**src/inc/ext_ctrl_defines.svh**
```systemverilog
// Constants for the per-port extended control and status register bank.
// Assumes a 5-bit management register address and 16-bit register data.
`ifndef EXT_CTRL_DEFINES_SVH
`define EXT_CTRL_DEFINES_SVH

// ****************************************************************
// Register addresses
// ****************************************************************
`define ADDR_EXT_CTRL_STATUS 5'h16
`define ADDR_EXT_PHY_CTRL_ONE 5'h17

// ****************************************************************
// Field positions, extended control and status
// ****************************************************************
`define FORCE_LINK_BIT 15
`define JABBER_DIS_BIT 14
`define ECHO_DIS_BIT 13
`define HEARTBEAT_DIS_BIT 12
`define SQUELCH_HI 11
`define SQUELCH_LO 10
`define RETAIN_BIT 9
`define EOF_ERR_BIT 8
`define DISCONNECT_BIT 7
`define LINK_STATUS_BIT 6
`define CS_MODE_HI 2
`define CS_MODE_LO 1
`define BCAST_BIT 0

// ****************************************************************
// Field positions, extended PHY control one
// ****************************************************************
`define MAC_ANEG_BIT 13
`define MAC_MODE_BIT 12

// ****************************************************************
// Reset values
// ****************************************************************
`define FORCE_LINK_RST 1'h0
`define JABBER_DIS_RST 1'h0
`define ECHO_DIS_RST 1'h1
`define HEARTBEAT_DIS_RST 1'h1
`define SQUELCH_RST 2'h0
`define RETAIN_RST 1'h1
`define CS_MODE_RST 2'h0
`define BCAST_RST 1'h0
`define MAC_MODE_RST 1'h0

// ****************************************************************
// Timing
// ****************************************************************
`define STRAP_SETTLE_CYCLES 3'h4

`endif

```
**src/inc/ext_ctrl_pkg.sv**
```systemverilog
// Types shared by the extended control and status register bank.
// Assumes nothing of its surroundings.
package ext_ctrl_pkg;

  typedef enum logic [1:0] {
    SQUELCH_NORMAL = 2'b00,
    SQUELCH_LOW = 2'b01,
    SQUELCH_HIGH = 2'b10,
    SQUELCH_RESERVED = 2'b11
  } squelch_t;

  typedef enum logic [1:0] {
    CS_RX_TX = 2'b00,
    CS_RX_TX_NONE_FD = 2'b01,
    CS_RX_ONLY = 2'b10,
    CS_RX_ONLY_NONE_FD = 2'b11
  } carrier_sense_mode_t;

  typedef enum logic [1:0] {
    ST_HOLD = 2'b00,
    ST_SETTLE = 2'b01,
    ST_RUN = 2'b10
  } strap_state_t;

  typedef struct packed {
    logic force_link;
    logic jabber_disable;
    logic echo_disable;
    logic heartbeat_test_disable;
    squelch_t squelch;
    logic retain_sticky;
    carrier_sense_mode_t cs_mode;
    logic broadcast_write;
    logic mac_aneg_enable;
    logic mac_mode_1000x;
  } port_ctrl_t;

  typedef struct packed {
    logic link_active;
    logic full_duplex;
    logic rx_active;
    logic tx_active;
    logic eof_error;
    logic disconnect;
  } line_status_t;

  typedef struct packed {
    logic wr;
    logic rd;
    logic [4:0] phy;
    logic [4:0] reg_addr;
    logic [15:0] wdata;
  } mgmt_req_t;

  typedef struct packed {
    logic valid;
    logic [15:0] data;
  } mgmt_resp_t;

endpackage

```
**src/rtl/strap_sync.sv**
```systemverilog
// Three-stage synchroniser for levels arriving from pins.
// Assumes the input may change at any time relative to clock.
`timescale 1ns/1ps
`default_nettype none

module strap_sync #(
  parameter int WIDTH = 1
) (
  // Clock and reset
  input wire logic clock,
  input wire logic resetn,
  // Asynchronous level in, filtered level out
  input wire logic [WIDTH-1:0] level_in,
  output logic [WIDTH-1:0] level_out
);

  logic [WIDTH-1:0] stage1;
  logic [WIDTH-1:0] stage2;
  logic [WIDTH-1:0] stage3;

  always_ff @(posedge clock) begin
    if (!resetn) begin
      stage1 <= '0;
      stage2 <= '0;
      stage3 <= '0;
    end else begin
      stage1 <= level_in;
      stage2 <= stage1;
      stage3 <= stage2;
    end
  end

  // A change is passed on only once the last two stages agree.
  always_ff @(posedge clock) begin
    if (!resetn) begin
      level_out <= '0;
    end else if (stage2 == stage3) begin
      level_out <= stage3;
    end
  end

endmodule

`default_nettype wire

```
**src/rtl/carrier_sense_map.sv**
```systemverilog
// Maps receive and transmit activity onto carrier sense for one port.
// Assumes activity and duplex come from logic on the same clock.
`timescale 1ns/1ps
`default_nettype none

module carrier_sense_map (
  // Clock and reset
  input wire logic clock,
  input wire logic resetn,
  // Selection and activity
  input wire ext_ctrl_pkg::carrier_sense_mode_t mode,
  input wire logic full_duplex,
  input wire logic rx_active,
  input wire logic tx_active,
  // Registered carrier sense
  output logic carrier_sense
);

  logic next_carrier_sense;

  always_comb begin
    next_carrier_sense = 1'b0;
    case (mode)
      ext_ctrl_pkg::CS_RX_TX: begin
        next_carrier_sense = full_duplex ? rx_active : (rx_active | tx_active); // [RL12] [RL13]
      end
      ext_ctrl_pkg::CS_RX_TX_NONE_FD: begin
        next_carrier_sense = full_duplex ? 1'b0 : (rx_active | tx_active); // [RL12] [RL13]
      end
      ext_ctrl_pkg::CS_RX_ONLY: begin
        next_carrier_sense = rx_active; // [RL12] [RL13]
      end
      ext_ctrl_pkg::CS_RX_ONLY_NONE_FD: begin
        next_carrier_sense = full_duplex ? 1'b0 : rx_active; // [RL12] [RL13]
      end
      default: begin
        next_carrier_sense = 1'b0;
      end
    endcase
  end

  always_ff @(posedge clock) begin
    if (!resetn) begin
      carrier_sense <= 1'b0;
    end else begin
      carrier_sense <= next_carrier_sense;
    end
  end

endmodule

`default_nettype wire

```
**src/rtl/phy_ext_regs.sv**
```systemverilog
// Extended control and status registers for every port of a multi-port PHY.
// Assumes an outside engine decodes management frames into single-cycle
// read and write requests on this clock, and that line-side status comes
// from logic on the same clock; only the strap pin is asynchronous.
`timescale 1ns/1ps
`default_nettype none

`include "ext_ctrl_defines.svh"

// Behaviour
// [RL1] Register 22 decoded in each port's space.
// [RL2] Force-link bit holds link pass status.
// [RL3] Jabber-disable bit turns off jabber detection.
// [RL4] Echo-disable resets to one, suppresses echo.
// [RL5] Heartbeat-disable resets to one, disables heartbeat.
// [RL6] Two-bit squelch field selects threshold level.
// [RL7] Retention bit keeps sticky bits over soft reset.
// [RL8] Super-sticky bits always survive soft reset.
// [RL9] End-of-frame error flag set, self-clearing.
// [RL10] Disconnect flag set on link drop, self-clearing.
// [RL11] Link status bit shows link active.
// [RL12] Half duplex carrier sense per field code.
// [RL13] Full duplex carrier sense per field code.
// [RL14] Broadcast bit sends writes to every port.
// [RL15] Reads return only the addressed port.
// [RL16] Broadcast clear restores single-port writes.
// [RL17] Register 23 bit 13 strap-loaded auto-negotiation.
// [RL18] Register 23 bit 12 selects interface mode.
// [RL19] Flags clear on read, reserved read zero.
module phy_ext_regs #(
  parameter int NUM_PORTS = 4,
  parameter int BASE_PHY_ADDR = 0
) (
  // Clock and reset
  input wire logic clock,
  input wire logic resetn,

  // Decoded management requests and registered answers
  input wire ext_ctrl_pkg::mgmt_req_t mgmt_req,
  output ext_ctrl_pkg::mgmt_resp_t mgmt_resp,

  // Software reset pulses, one per port
  input wire logic [NUM_PORTS-1:0] soft_reset,

  // Line-side status and events, one per port
  input wire ext_ctrl_pkg::line_status_t [NUM_PORTS-1:0] line_status,

  // Configuration strap pin
  input wire logic config_strap_mode,

  // Controls toward the line-side logic
  output ext_ctrl_pkg::port_ctrl_t [NUM_PORTS-1:0] port_ctrl,
  output logic [NUM_PORTS-1:0] link_pass,
  output logic [NUM_PORTS-1:0] carrier_sense,

  // Writes forwarded to the other register banks of each port
  output logic [NUM_PORTS-1:0] fwd_wr_mask,
  output logic [4:0] fwd_reg_addr,
  output logic [15:0] fwd_wdata
);

  // ****************************************************************
  // Request decode shared by all ports
  // ****************************************************************
  logic [NUM_PORTS-1:0] port_hit;
  logic [NUM_PORTS-1:0] bcast_bits;
  logic bcast_any;

  logic addr_is_ctrl_status;
  logic addr_is_phy_ctrl_one;

  logic [15:0] ctrl_status_word [NUM_PORTS];
  logic [15:0] phy_ctrl_one_word [NUM_PORTS];
  logic [15:0] next_rdata;

  assign addr_is_ctrl_status = (mgmt_req.reg_addr == `ADDR_EXT_CTRL_STATUS); // [RL1]
  assign addr_is_phy_ctrl_one = (mgmt_req.reg_addr == `ADDR_EXT_PHY_CTRL_ONE);

  // Any port with broadcast enabled turns every write into a device-wide one.
  // The bit is copied into all ports by the same broadcast, so in normal use
  // every port carries the same value.
  assign bcast_any = |bcast_bits; // [RL14] [RL16]

  // ****************************************************************
  // Strap capture
  // ****************************************************************
  // The strap is sampled only after the synchroniser has refilled following
  // reset release, so the reset itself never loads a pin value.
  logic strap_level;

  ext_ctrl_pkg::strap_state_t strap_state;
  logic [2:0] settle_count;
  logic strap_load;

  strap_sync #(
    .WIDTH(1)
  ) u_strap_sync (
    .clock(clock),
    .resetn(resetn),
    .level_in(config_strap_mode),
    .level_out(strap_level)
  );

  // A register 23 write made before the strap load has its bit 13 overwritten by it,
  // so the station must let the settle time pass first.
  always_ff @(posedge clock) begin
    if (!resetn) begin
      strap_state <= ext_ctrl_pkg::ST_HOLD;
      settle_count <= 3'h0;
      strap_load <= 1'b0;
    end else begin
      strap_load <= 1'b0;

      case (strap_state)
        ext_ctrl_pkg::ST_HOLD: begin
          settle_count <= 3'h0;
          strap_state <= ext_ctrl_pkg::ST_SETTLE;
        end

        ext_ctrl_pkg::ST_SETTLE: begin
          settle_count <= settle_count + 3'h1;
          if (settle_count == `STRAP_SETTLE_CYCLES - 3'h1) begin
            strap_load <= 1'b1;
            strap_state <= ext_ctrl_pkg::ST_RUN;
          end
        end

        ext_ctrl_pkg::ST_RUN: begin
          strap_state <= ext_ctrl_pkg::ST_RUN;
        end

        default: begin
          strap_state <= ext_ctrl_pkg::ST_HOLD;
        end
      endcase
    end
  end

  // ****************************************************************
  // Per-port register logic
  // ****************************************************************
  genvar gi;
  generate
    for (gi = 0; gi < NUM_PORTS; gi = gi + 1) begin : g_port
      localparam logic [4:0] PORT_ADDR = 5'(BASE_PHY_ADDR + gi);

      logic wr_this;
      logic wr_ctrl_status;
      logic wr_phy_ctrl_one;
      logic rd_ctrl_status;
      logic sticky_to_default;

      ext_ctrl_pkg::port_ctrl_t ctrl;

      logic eof_error_flag;
      logic disconnect_flag;
      logic link_up;

      assign port_hit[gi] = (mgmt_req.phy == PORT_ADDR);
      // Broadcast covers every register address, so only the write path widens.
      assign wr_this = mgmt_req.wr & (port_hit[gi] | bcast_any); // [RL14] [RL16]
      assign wr_ctrl_status = wr_this & addr_is_ctrl_status; // [RL1]
      assign wr_phy_ctrl_one = wr_this & addr_is_phy_ctrl_one;
      assign rd_ctrl_status = mgmt_req.rd & port_hit[gi] & addr_is_ctrl_status; // [RL19]

      assign sticky_to_default = soft_reset[gi] & ~ctrl.retain_sticky; // [RL7]
      assign bcast_bits[gi] = ctrl.broadcast_write;

      // Sticky controls: a write in the same cycle as a soft reset wins,
      // since software issued it after asking for the reset.
      always_ff @(posedge clock) begin
        if (!resetn) begin
          ctrl.force_link <= `FORCE_LINK_RST;
          ctrl.jabber_disable <= `JABBER_DIS_RST;
          ctrl.echo_disable <= `ECHO_DIS_RST; // [RL4]
          ctrl.heartbeat_test_disable <= `HEARTBEAT_DIS_RST; // [RL5]
          ctrl.squelch <= ext_ctrl_pkg::squelch_t'(`SQUELCH_RST);
          ctrl.cs_mode <= ext_ctrl_pkg::carrier_sense_mode_t'(`CS_MODE_RST);
          ctrl.broadcast_write <= `BCAST_RST;
        end else if (wr_ctrl_status) begin
          ctrl.force_link <= mgmt_req.wdata[`FORCE_LINK_BIT]; // [RL2]
          ctrl.jabber_disable <= mgmt_req.wdata[`JABBER_DIS_BIT]; // [RL3]
          ctrl.echo_disable <= mgmt_req.wdata[`ECHO_DIS_BIT]; // [RL4]
          ctrl.heartbeat_test_disable <= mgmt_req.wdata[`HEARTBEAT_DIS_BIT]; // [RL5]
          ctrl.squelch <= ext_ctrl_pkg::squelch_t'(mgmt_req.wdata[`SQUELCH_HI:`SQUELCH_LO]); // [RL6]
          ctrl.cs_mode <= ext_ctrl_pkg::carrier_sense_mode_t'(mgmt_req.wdata[`CS_MODE_HI:`CS_MODE_LO]);
          ctrl.broadcast_write <= mgmt_req.wdata[`BCAST_BIT]; // [RL14] [RL16]
        end else if (sticky_to_default) begin
          ctrl.force_link <= `FORCE_LINK_RST; // [RL7]
          ctrl.jabber_disable <= `JABBER_DIS_RST; // [RL7]
          ctrl.echo_disable <= `ECHO_DIS_RST; // [RL7]
          ctrl.heartbeat_test_disable <= `HEARTBEAT_DIS_RST; // [RL7]
          ctrl.squelch <= ext_ctrl_pkg::squelch_t'(`SQUELCH_RST); // [RL7]
          ctrl.cs_mode <= ext_ctrl_pkg::carrier_sense_mode_t'(`CS_MODE_RST);
          ctrl.broadcast_write <= `BCAST_RST; // [RL7]
        end
      end

      // Super-sticky retention enable: only hardware reset and writes move it.
      always_ff @(posedge clock) begin
        if (!resetn) begin
          ctrl.retain_sticky <= `RETAIN_RST; // [RL7]
        end else if (wr_ctrl_status) begin
          ctrl.retain_sticky <= mgmt_req.wdata[`RETAIN_BIT]; // [RL7] [RL8]
        end
      end

      // Super-sticky MAC-side controls; the auto-negotiation enable takes
      // the strap once it has settled after reset.
      always_ff @(posedge clock) begin
        if (!resetn) begin
          ctrl.mac_aneg_enable <= 1'b0;
          ctrl.mac_mode_1000x <= `MAC_MODE_RST; // [RL18]
        end else if (wr_phy_ctrl_one) begin
          ctrl.mac_aneg_enable <= mgmt_req.wdata[`MAC_ANEG_BIT]; // [RL17] [RL8]
          ctrl.mac_mode_1000x <= mgmt_req.wdata[`MAC_MODE_BIT]; // [RL18] [RL8]
        end else if (strap_load) begin
          ctrl.mac_aneg_enable <= strap_level; // [RL17]
        end
      end

      // Event flags: an event in the cycle of a clearing read still sets.
      always_ff @(posedge clock) begin
        if (!resetn) begin
          eof_error_flag <= 1'b0;
        end else if (line_status[gi].eof_error) begin
          eof_error_flag <= 1'b1; // [RL9]
        end else if (rd_ctrl_status | soft_reset[gi]) begin
          eof_error_flag <= 1'b0; // [RL9] [RL19]
        end
      end

      always_ff @(posedge clock) begin
        if (!resetn) begin
          disconnect_flag <= 1'b0;
        end else if (line_status[gi].disconnect) begin
          disconnect_flag <= 1'b1; // [RL10]
        end else if (rd_ctrl_status | soft_reset[gi]) begin
          disconnect_flag <= 1'b0; // [RL10] [RL19]
        end
      end

      // Forcing the link bypasses the integrity check, so it reads as up.
      always_ff @(posedge clock) begin
        if (!resetn) begin
          link_up <= 1'b0;
        end else begin
          link_up <= line_status[gi].link_active | ctrl.force_link; // [RL2] [RL11]
        end
      end

      carrier_sense_map u_carrier_sense_map (
        .clock(clock),
        .resetn(resetn),
        .mode(ctrl.cs_mode),
        .full_duplex(line_status[gi].full_duplex),
        .rx_active(line_status[gi].rx_active),
        .tx_active(line_status[gi].tx_active),
        .carrier_sense(carrier_sense[gi])
      );

      assign port_ctrl[gi] = ctrl;
      assign link_pass[gi] = link_up;

      // Reserved positions are left at zero in the readback words.
      always_comb begin
        ctrl_status_word[gi] = 16'h0000; // [RL19]
        ctrl_status_word[gi][`FORCE_LINK_BIT] = ctrl.force_link;
        ctrl_status_word[gi][`JABBER_DIS_BIT] = ctrl.jabber_disable;
        ctrl_status_word[gi][`ECHO_DIS_BIT] = ctrl.echo_disable;
        ctrl_status_word[gi][`HEARTBEAT_DIS_BIT] = ctrl.heartbeat_test_disable;
        ctrl_status_word[gi][`SQUELCH_HI:`SQUELCH_LO] = ctrl.squelch;
        ctrl_status_word[gi][`RETAIN_BIT] = ctrl.retain_sticky;
        ctrl_status_word[gi][`EOF_ERR_BIT] = eof_error_flag; // [RL9]
        ctrl_status_word[gi][`DISCONNECT_BIT] = disconnect_flag; // [RL10]
        ctrl_status_word[gi][`LINK_STATUS_BIT] = link_up; // [RL11]
        ctrl_status_word[gi][`CS_MODE_HI:`CS_MODE_LO] = ctrl.cs_mode;
        ctrl_status_word[gi][`BCAST_BIT] = ctrl.broadcast_write;
      end

      always_comb begin
        phy_ctrl_one_word[gi] = 16'h0000;
        phy_ctrl_one_word[gi][`MAC_ANEG_BIT] = ctrl.mac_aneg_enable;
        phy_ctrl_one_word[gi][`MAC_MODE_BIT] = ctrl.mac_mode_1000x;
      end
    end
  endgenerate

  // ****************************************************************
  // Read answer
  // ****************************************************************
  // Only the addressed port's word is selected, broadcast or not. Addresses
  // held by other banks answer zero here so their data can be ORed in.
  always_comb begin
    next_rdata = 16'h0000;

    for (int i = 0; i < NUM_PORTS; i++) begin
      if (port_hit[i] && addr_is_ctrl_status) begin
        next_rdata = ctrl_status_word[i]; // [RL15]
      end else if (port_hit[i] && addr_is_phy_ctrl_one) begin
        next_rdata = phy_ctrl_one_word[i]; // [RL15]
      end
    end
  end

  always_ff @(posedge clock) begin
    if (!resetn) begin
      mgmt_resp <= '0;
    end else begin
      mgmt_resp.valid <= mgmt_req.rd;
      if (mgmt_req.rd) begin
        mgmt_resp.data <= next_rdata;
      end else begin
        mgmt_resp.data <= 16'h0000;
      end
    end
  end

  // ****************************************************************
  // Write forwarding
  // ****************************************************************
  // Other banks see the same widened write one cycle later, which keeps the
  // broadcast decision in one place.
  always_ff @(posedge clock) begin
    if (!resetn) begin
      fwd_wr_mask <= '0;
      fwd_reg_addr <= 5'h00;
      fwd_wdata <= 16'h0000;
    end else begin
      if (!mgmt_req.wr) begin
        fwd_wr_mask <= '0;
      end else if (bcast_any) begin
        fwd_wr_mask <= {NUM_PORTS{1'b1}}; // [RL14]
      end else begin
        fwd_wr_mask <= port_hit; // [RL16]
      end

      fwd_reg_addr <= mgmt_req.reg_addr;
      fwd_wdata <= mgmt_req.wdata;
    end
  end

endmodule

`default_nettype wire

```
**config.mk**
```make
export PLATFORM = sky130hd
export DESIGN_NAME = phy_ext_regs
export DESIGN_NICKNAME = d
export VERILOG_FILES = /design/src/inc/ext_ctrl_pkg.sv /design/src/rtl/strap_sync.sv /design/src/rtl/carrier_sense_map.sv /design/src/rtl/phy_ext_regs.sv
export VERILOG_INCLUDE_DIRS = /design/src /design/src/inc
export SDC_FILE = /design/constraint.sdc
export NUM_CORES = 1
export LEC_CHECK = 0
export ABC_CLOCK_PERIOD_IN_PS = 2000
export BUFFER_PORTS_ARGS = -buffer_cell sky130_fd_sc_hd__buf_2
export CORE_ASPECT_RATIO = 0.7
export CORE_MARGIN = 5
export CORE_UTILIZATION = 30
export CTS_CLUSTER_SIZE = 24
export DETAILED_ROUTE_END_ITERATION = 7
export REMOVE_ABC_BUFFERS = 1
export SYNTH_ARGS = -nofsm -noshare
export SYNTH_HDL_FRONTEND = slang
export SYNTH_HIERARCHICAL = 1
export SYNTH_SLANG_ARGS = --single-unit
```
**constraint.sdc**
```tcl
create_clock -name clock -period 2 [get_ports clock]
set_input_delay 0.1 -clock clock [delete_from_list [all_inputs] [get_ports clock]]
set_output_delay 0.1 -clock clock [all_outputs]
set_load 0.005 [all_outputs]
```
==> flow_summary.yaml <==
outcome:
  outcome: "finished clean"
floorplan:
  dieArea_mm2: 0.01767
  die_w_um: 156.8
  core_area_mm2: 0.01472
  core.rowCount: 37
  start_util: 0.3072
  io-pin-count: 157
  die_y_um: 112.7
sta:
  hold_viol: 0
  rsz0062_at_grt: "false"
  setup_ws_ps: 138.8
  drv_slew: 0
  fmax_ghz: 0.5373
  timing.final.crit_share: 0.9306
  setup_viol: 0
  relSlewSlack: 0.6544
  hold_ws_ps: 16.55
  period_needed_ps: 1861
  finalSetupTns_ps: 0
  worstMarginPinSlew_ps: 514.5
  clock_skew_ps: 8.745
min_path:
  hold_path.class: "in -> reg"
global_routing:
  grt_max_degree: 31
  grtUsageTotal: 0.1614
  antenna_found_initial: 0
  grt_pass1_vias: 4212
  grt_overflow: 0
  grt_pass1_wl_mm: 22.09
setup_path:
  max_stage_delay_ps: 560
  worstPathArrival_ps: 2150
  worstPathMaxFanout: 13
  critPathBufInv: 4
  crit_chain: "dlygate4sd3_1 > buf_2 > and3b_2 > nand3_1 > buf_4 > nor2_1 > o21ai_0 > dlygate4sd3_1"
  crit_path_frequent_cell: "dlygate4sd3_1"
  cp-end-kind: "flop"
  slowest_stage: "dlygate4sd3_1"
  critPathTopFamily: "buffers and inverters"
  start_kind: "primary input"
  critical_path_required_ps: 2290
  critical_path_class: "in -> reg"
  rrSetupSlack_ps: 160
routing:
  via_count: 4000
  drt_iter0_drc: 262
  vias_per_cell: 4.651
  wire_per_inst_um: 16.65
  ant_nets: 0
  wirelength_mm: 14.32
  drt-pass1-iter-count: 4
  drt_drc_violations_left: 0
synth:
  synthCells: 453
  yosysTopAreaCell: "dfxtp_1"
  syn_area_mm2: 0.004523
  synth-warning-count: 6
  synth-edff-count: 0
  ys_seq_area_frac: 0.5001
  avgSynthCellArea_um2: 9.985
  ys_ff_latch: 113
  synthArstFlopShare: 0
  synth.most_common_cell: "dfxtp_1"
  synth_area_leaders: "dfxtp_1 50%, mux2i_1 13%, nand2_1 4.0%, and2_1 3.6%, o21ai_0 3.3%"
  synth_top_area_share: 0.5001
  synth_commonest_cells: "113 x dfxtp_1, 57 x mux2i_1, 48 x nand2_1"
  synthFlopType: "dfxtp_1"
  ys_types: 41
cells_and_area:
  finalNetCount: 715
  syn_to_final_growth_pct: 44.56
  postLayoutCellArea_mm2: 0.006539
  antennaDiodeCount: 0
  drive_gt1_frac: 0.3203
  post-route-util: 0.4442
  fillerInstances: 1430
cts:
  clk_pin_slew_ps: 50
  clockBufferDepth: 2
  htreeDepth: 4
  clock-sinks: 113
  numCtsBuffers: 17
  cts-root-buf: "clkbuf_16"
  clkLatencyLatePin_ps: 410
  postCtsSetupBuffers: 0
  cts_tree: "built"
job:
  drv_cap: 0
power:
  ir_drop_uv: 493.6
  cellPowerDensity_mw_per_mm2: 914.6
  p_leak_nw: 3.140
place:
  dp_hpwl_mm: 10.44
  place_congestion: 0.7912
  pre_cts_slack_ps: 188.0
  io_buffers: 153
  placed_area_mm2: 0.005548
through the flow:
step                power, mW  cells
CTS                     6.035    860
floorplan               2.619    425
detailed placement      2.853    791
finish                  5.981    860
global route            6.197    860
global placement        2.826    791
repair_timing:
| action | 4_1_cts | 5_1_grt |
|---|---|---|
| endpoints found under the hold margin | 35 | 0 |
| endpoints found under the setup margin | 0 | 2 |
| hold buffers | 37 | 0 |
| gates resized for setup | 0 | 1 |
layout make-up:
cell class,instances,area (um^2),area share
Sequential cell,113,2262,0.3460
Multi-Input combinational cell,290,2009,0.3073
Timing Repair Buffer,208,1321,0.2021
Clock buffer,18,439.2,0.06716
Tap cell,195,244.0,0.03731
Clock inverter,14,180.2,0.02755
Inverter,22,82.58,0.01263
cells in the final DEF (no fill, tap or decap), types with 3 or more instances in the layout:
master | synthesis | final
buf_2 | 7 | 153
dfxtp_1 | 113 | 113
mux2i_1 | 57 | 57
nand2_1 | 48 | 48
dlygate4sd3_1 | 0 | 37
o21ai_0 | 30 | 30
and2_1 | 26 | 26
inv_1 | 22 | 22
nor2b_1 | 21 | 21
clkbuf_16 | 0 | 17
o211ai_1 | 14 | 14
buf_4 | 7 | 14
o22ai_1 | 11 | 11
nor2_1 | 9 | 9
nand3_1 | 8 | 8
nand3b_1 | 8 | 8
nor3_1 | 7 | 7
o21a_1 | 5 | 5
clkinv_4 | 0 | 5
ha_1 | 4 | 4
nor4bb_1 | 4 | 4
a31o_1 | 4 | 4
buf_12 | 0 | 4
nand2b_1 | 3 | 3
a21boi_0 | 3 | 3
a21oi_1 | 3 | 3
conb_1 | 1 | 3
inv_6 | 0 | 3
bufinv_16 | 0 | 3
power breakdown:
part | internal, mW | switching (mW) | total (mW)
combinational | 0.255 | 0.248 | 0.502
clock | 2.01 | 1.11 | 3.12
sequential | 2.33 | 0.0323 | 2.36
total | 4.59 | 1.39 | 5.98
path summary, 6_finish.rpt:
path | start | to | cells after the start
worst min-delay path | soft_reset[2] | g_port[2].disconnect_flag$_SDFFE_PN0P_ | 3
worst min register to register | u_strap_sync/stage1$_SDFF_PN0_ | u_strap_sync/stage2$_SDFF_PN0_ | 1
worst max-delay path | mgmt_req[19] | g_port[0].disconnect_flag$_SDFFE_PN0P_ | 8
worst max register to register | port_ctrl[14]$_SDFFE_PN0P_ | port_ctrl[16]$_SDFFE_PN0P_ | 4
sequential cells by signal, summed over array words and instances, names as in the netlist:
register,flops
g_port.u_carrier_sense_map/carrier_sense,4
u_strap_sync/stage3,1
mgmt_resp,14
fwd_wr_mask,4
strap_load,1
fwd_reg_addr,5
port_ctrl,48
u_strap_sync/stage1,1
strap_state,2
u_strap_sync/stage2,1
g_port.disconnect_flag,4
settle_count,3
g_port.eof_error_flag,4
u_strap_sync/level_out,1
fwd_wdata,16
g_port.link_up,4
tightest hold or removal path: stages:
cell	delay, ps
buf_2	110
nand3b_1	100
o21ai_0	60
cell families (layout without fill, tap and decap cells):
kind of cell    after synthesis  in the layout  synth area share
compound gates               79             79            0.1148
fa+ha+maj                     4              4           0.01107
buf+inv                      52            262           0.05754
flops                       113            113            0.5001
mux                          59             59            0.1361
other cells                   1              3         0.0008291
simple gates                145            145            0.1795
routing by layer:
| layer | part of all wire | global-route usage | vias to the layer above |
|---|---|---|---|
| met5 | 0 | 0 | - |
| met4 | 0.020 | 0.06590 | 0 |
| met3 | 0.090 | 0.06078 | 31 |
| met2 | 0.45 | 0.2540 | 143 |
| met1 | 0.44 | 0.1996 | 1873 |
| li1 | - | - | 1953 |
Power figures use the tool's default switching activity.
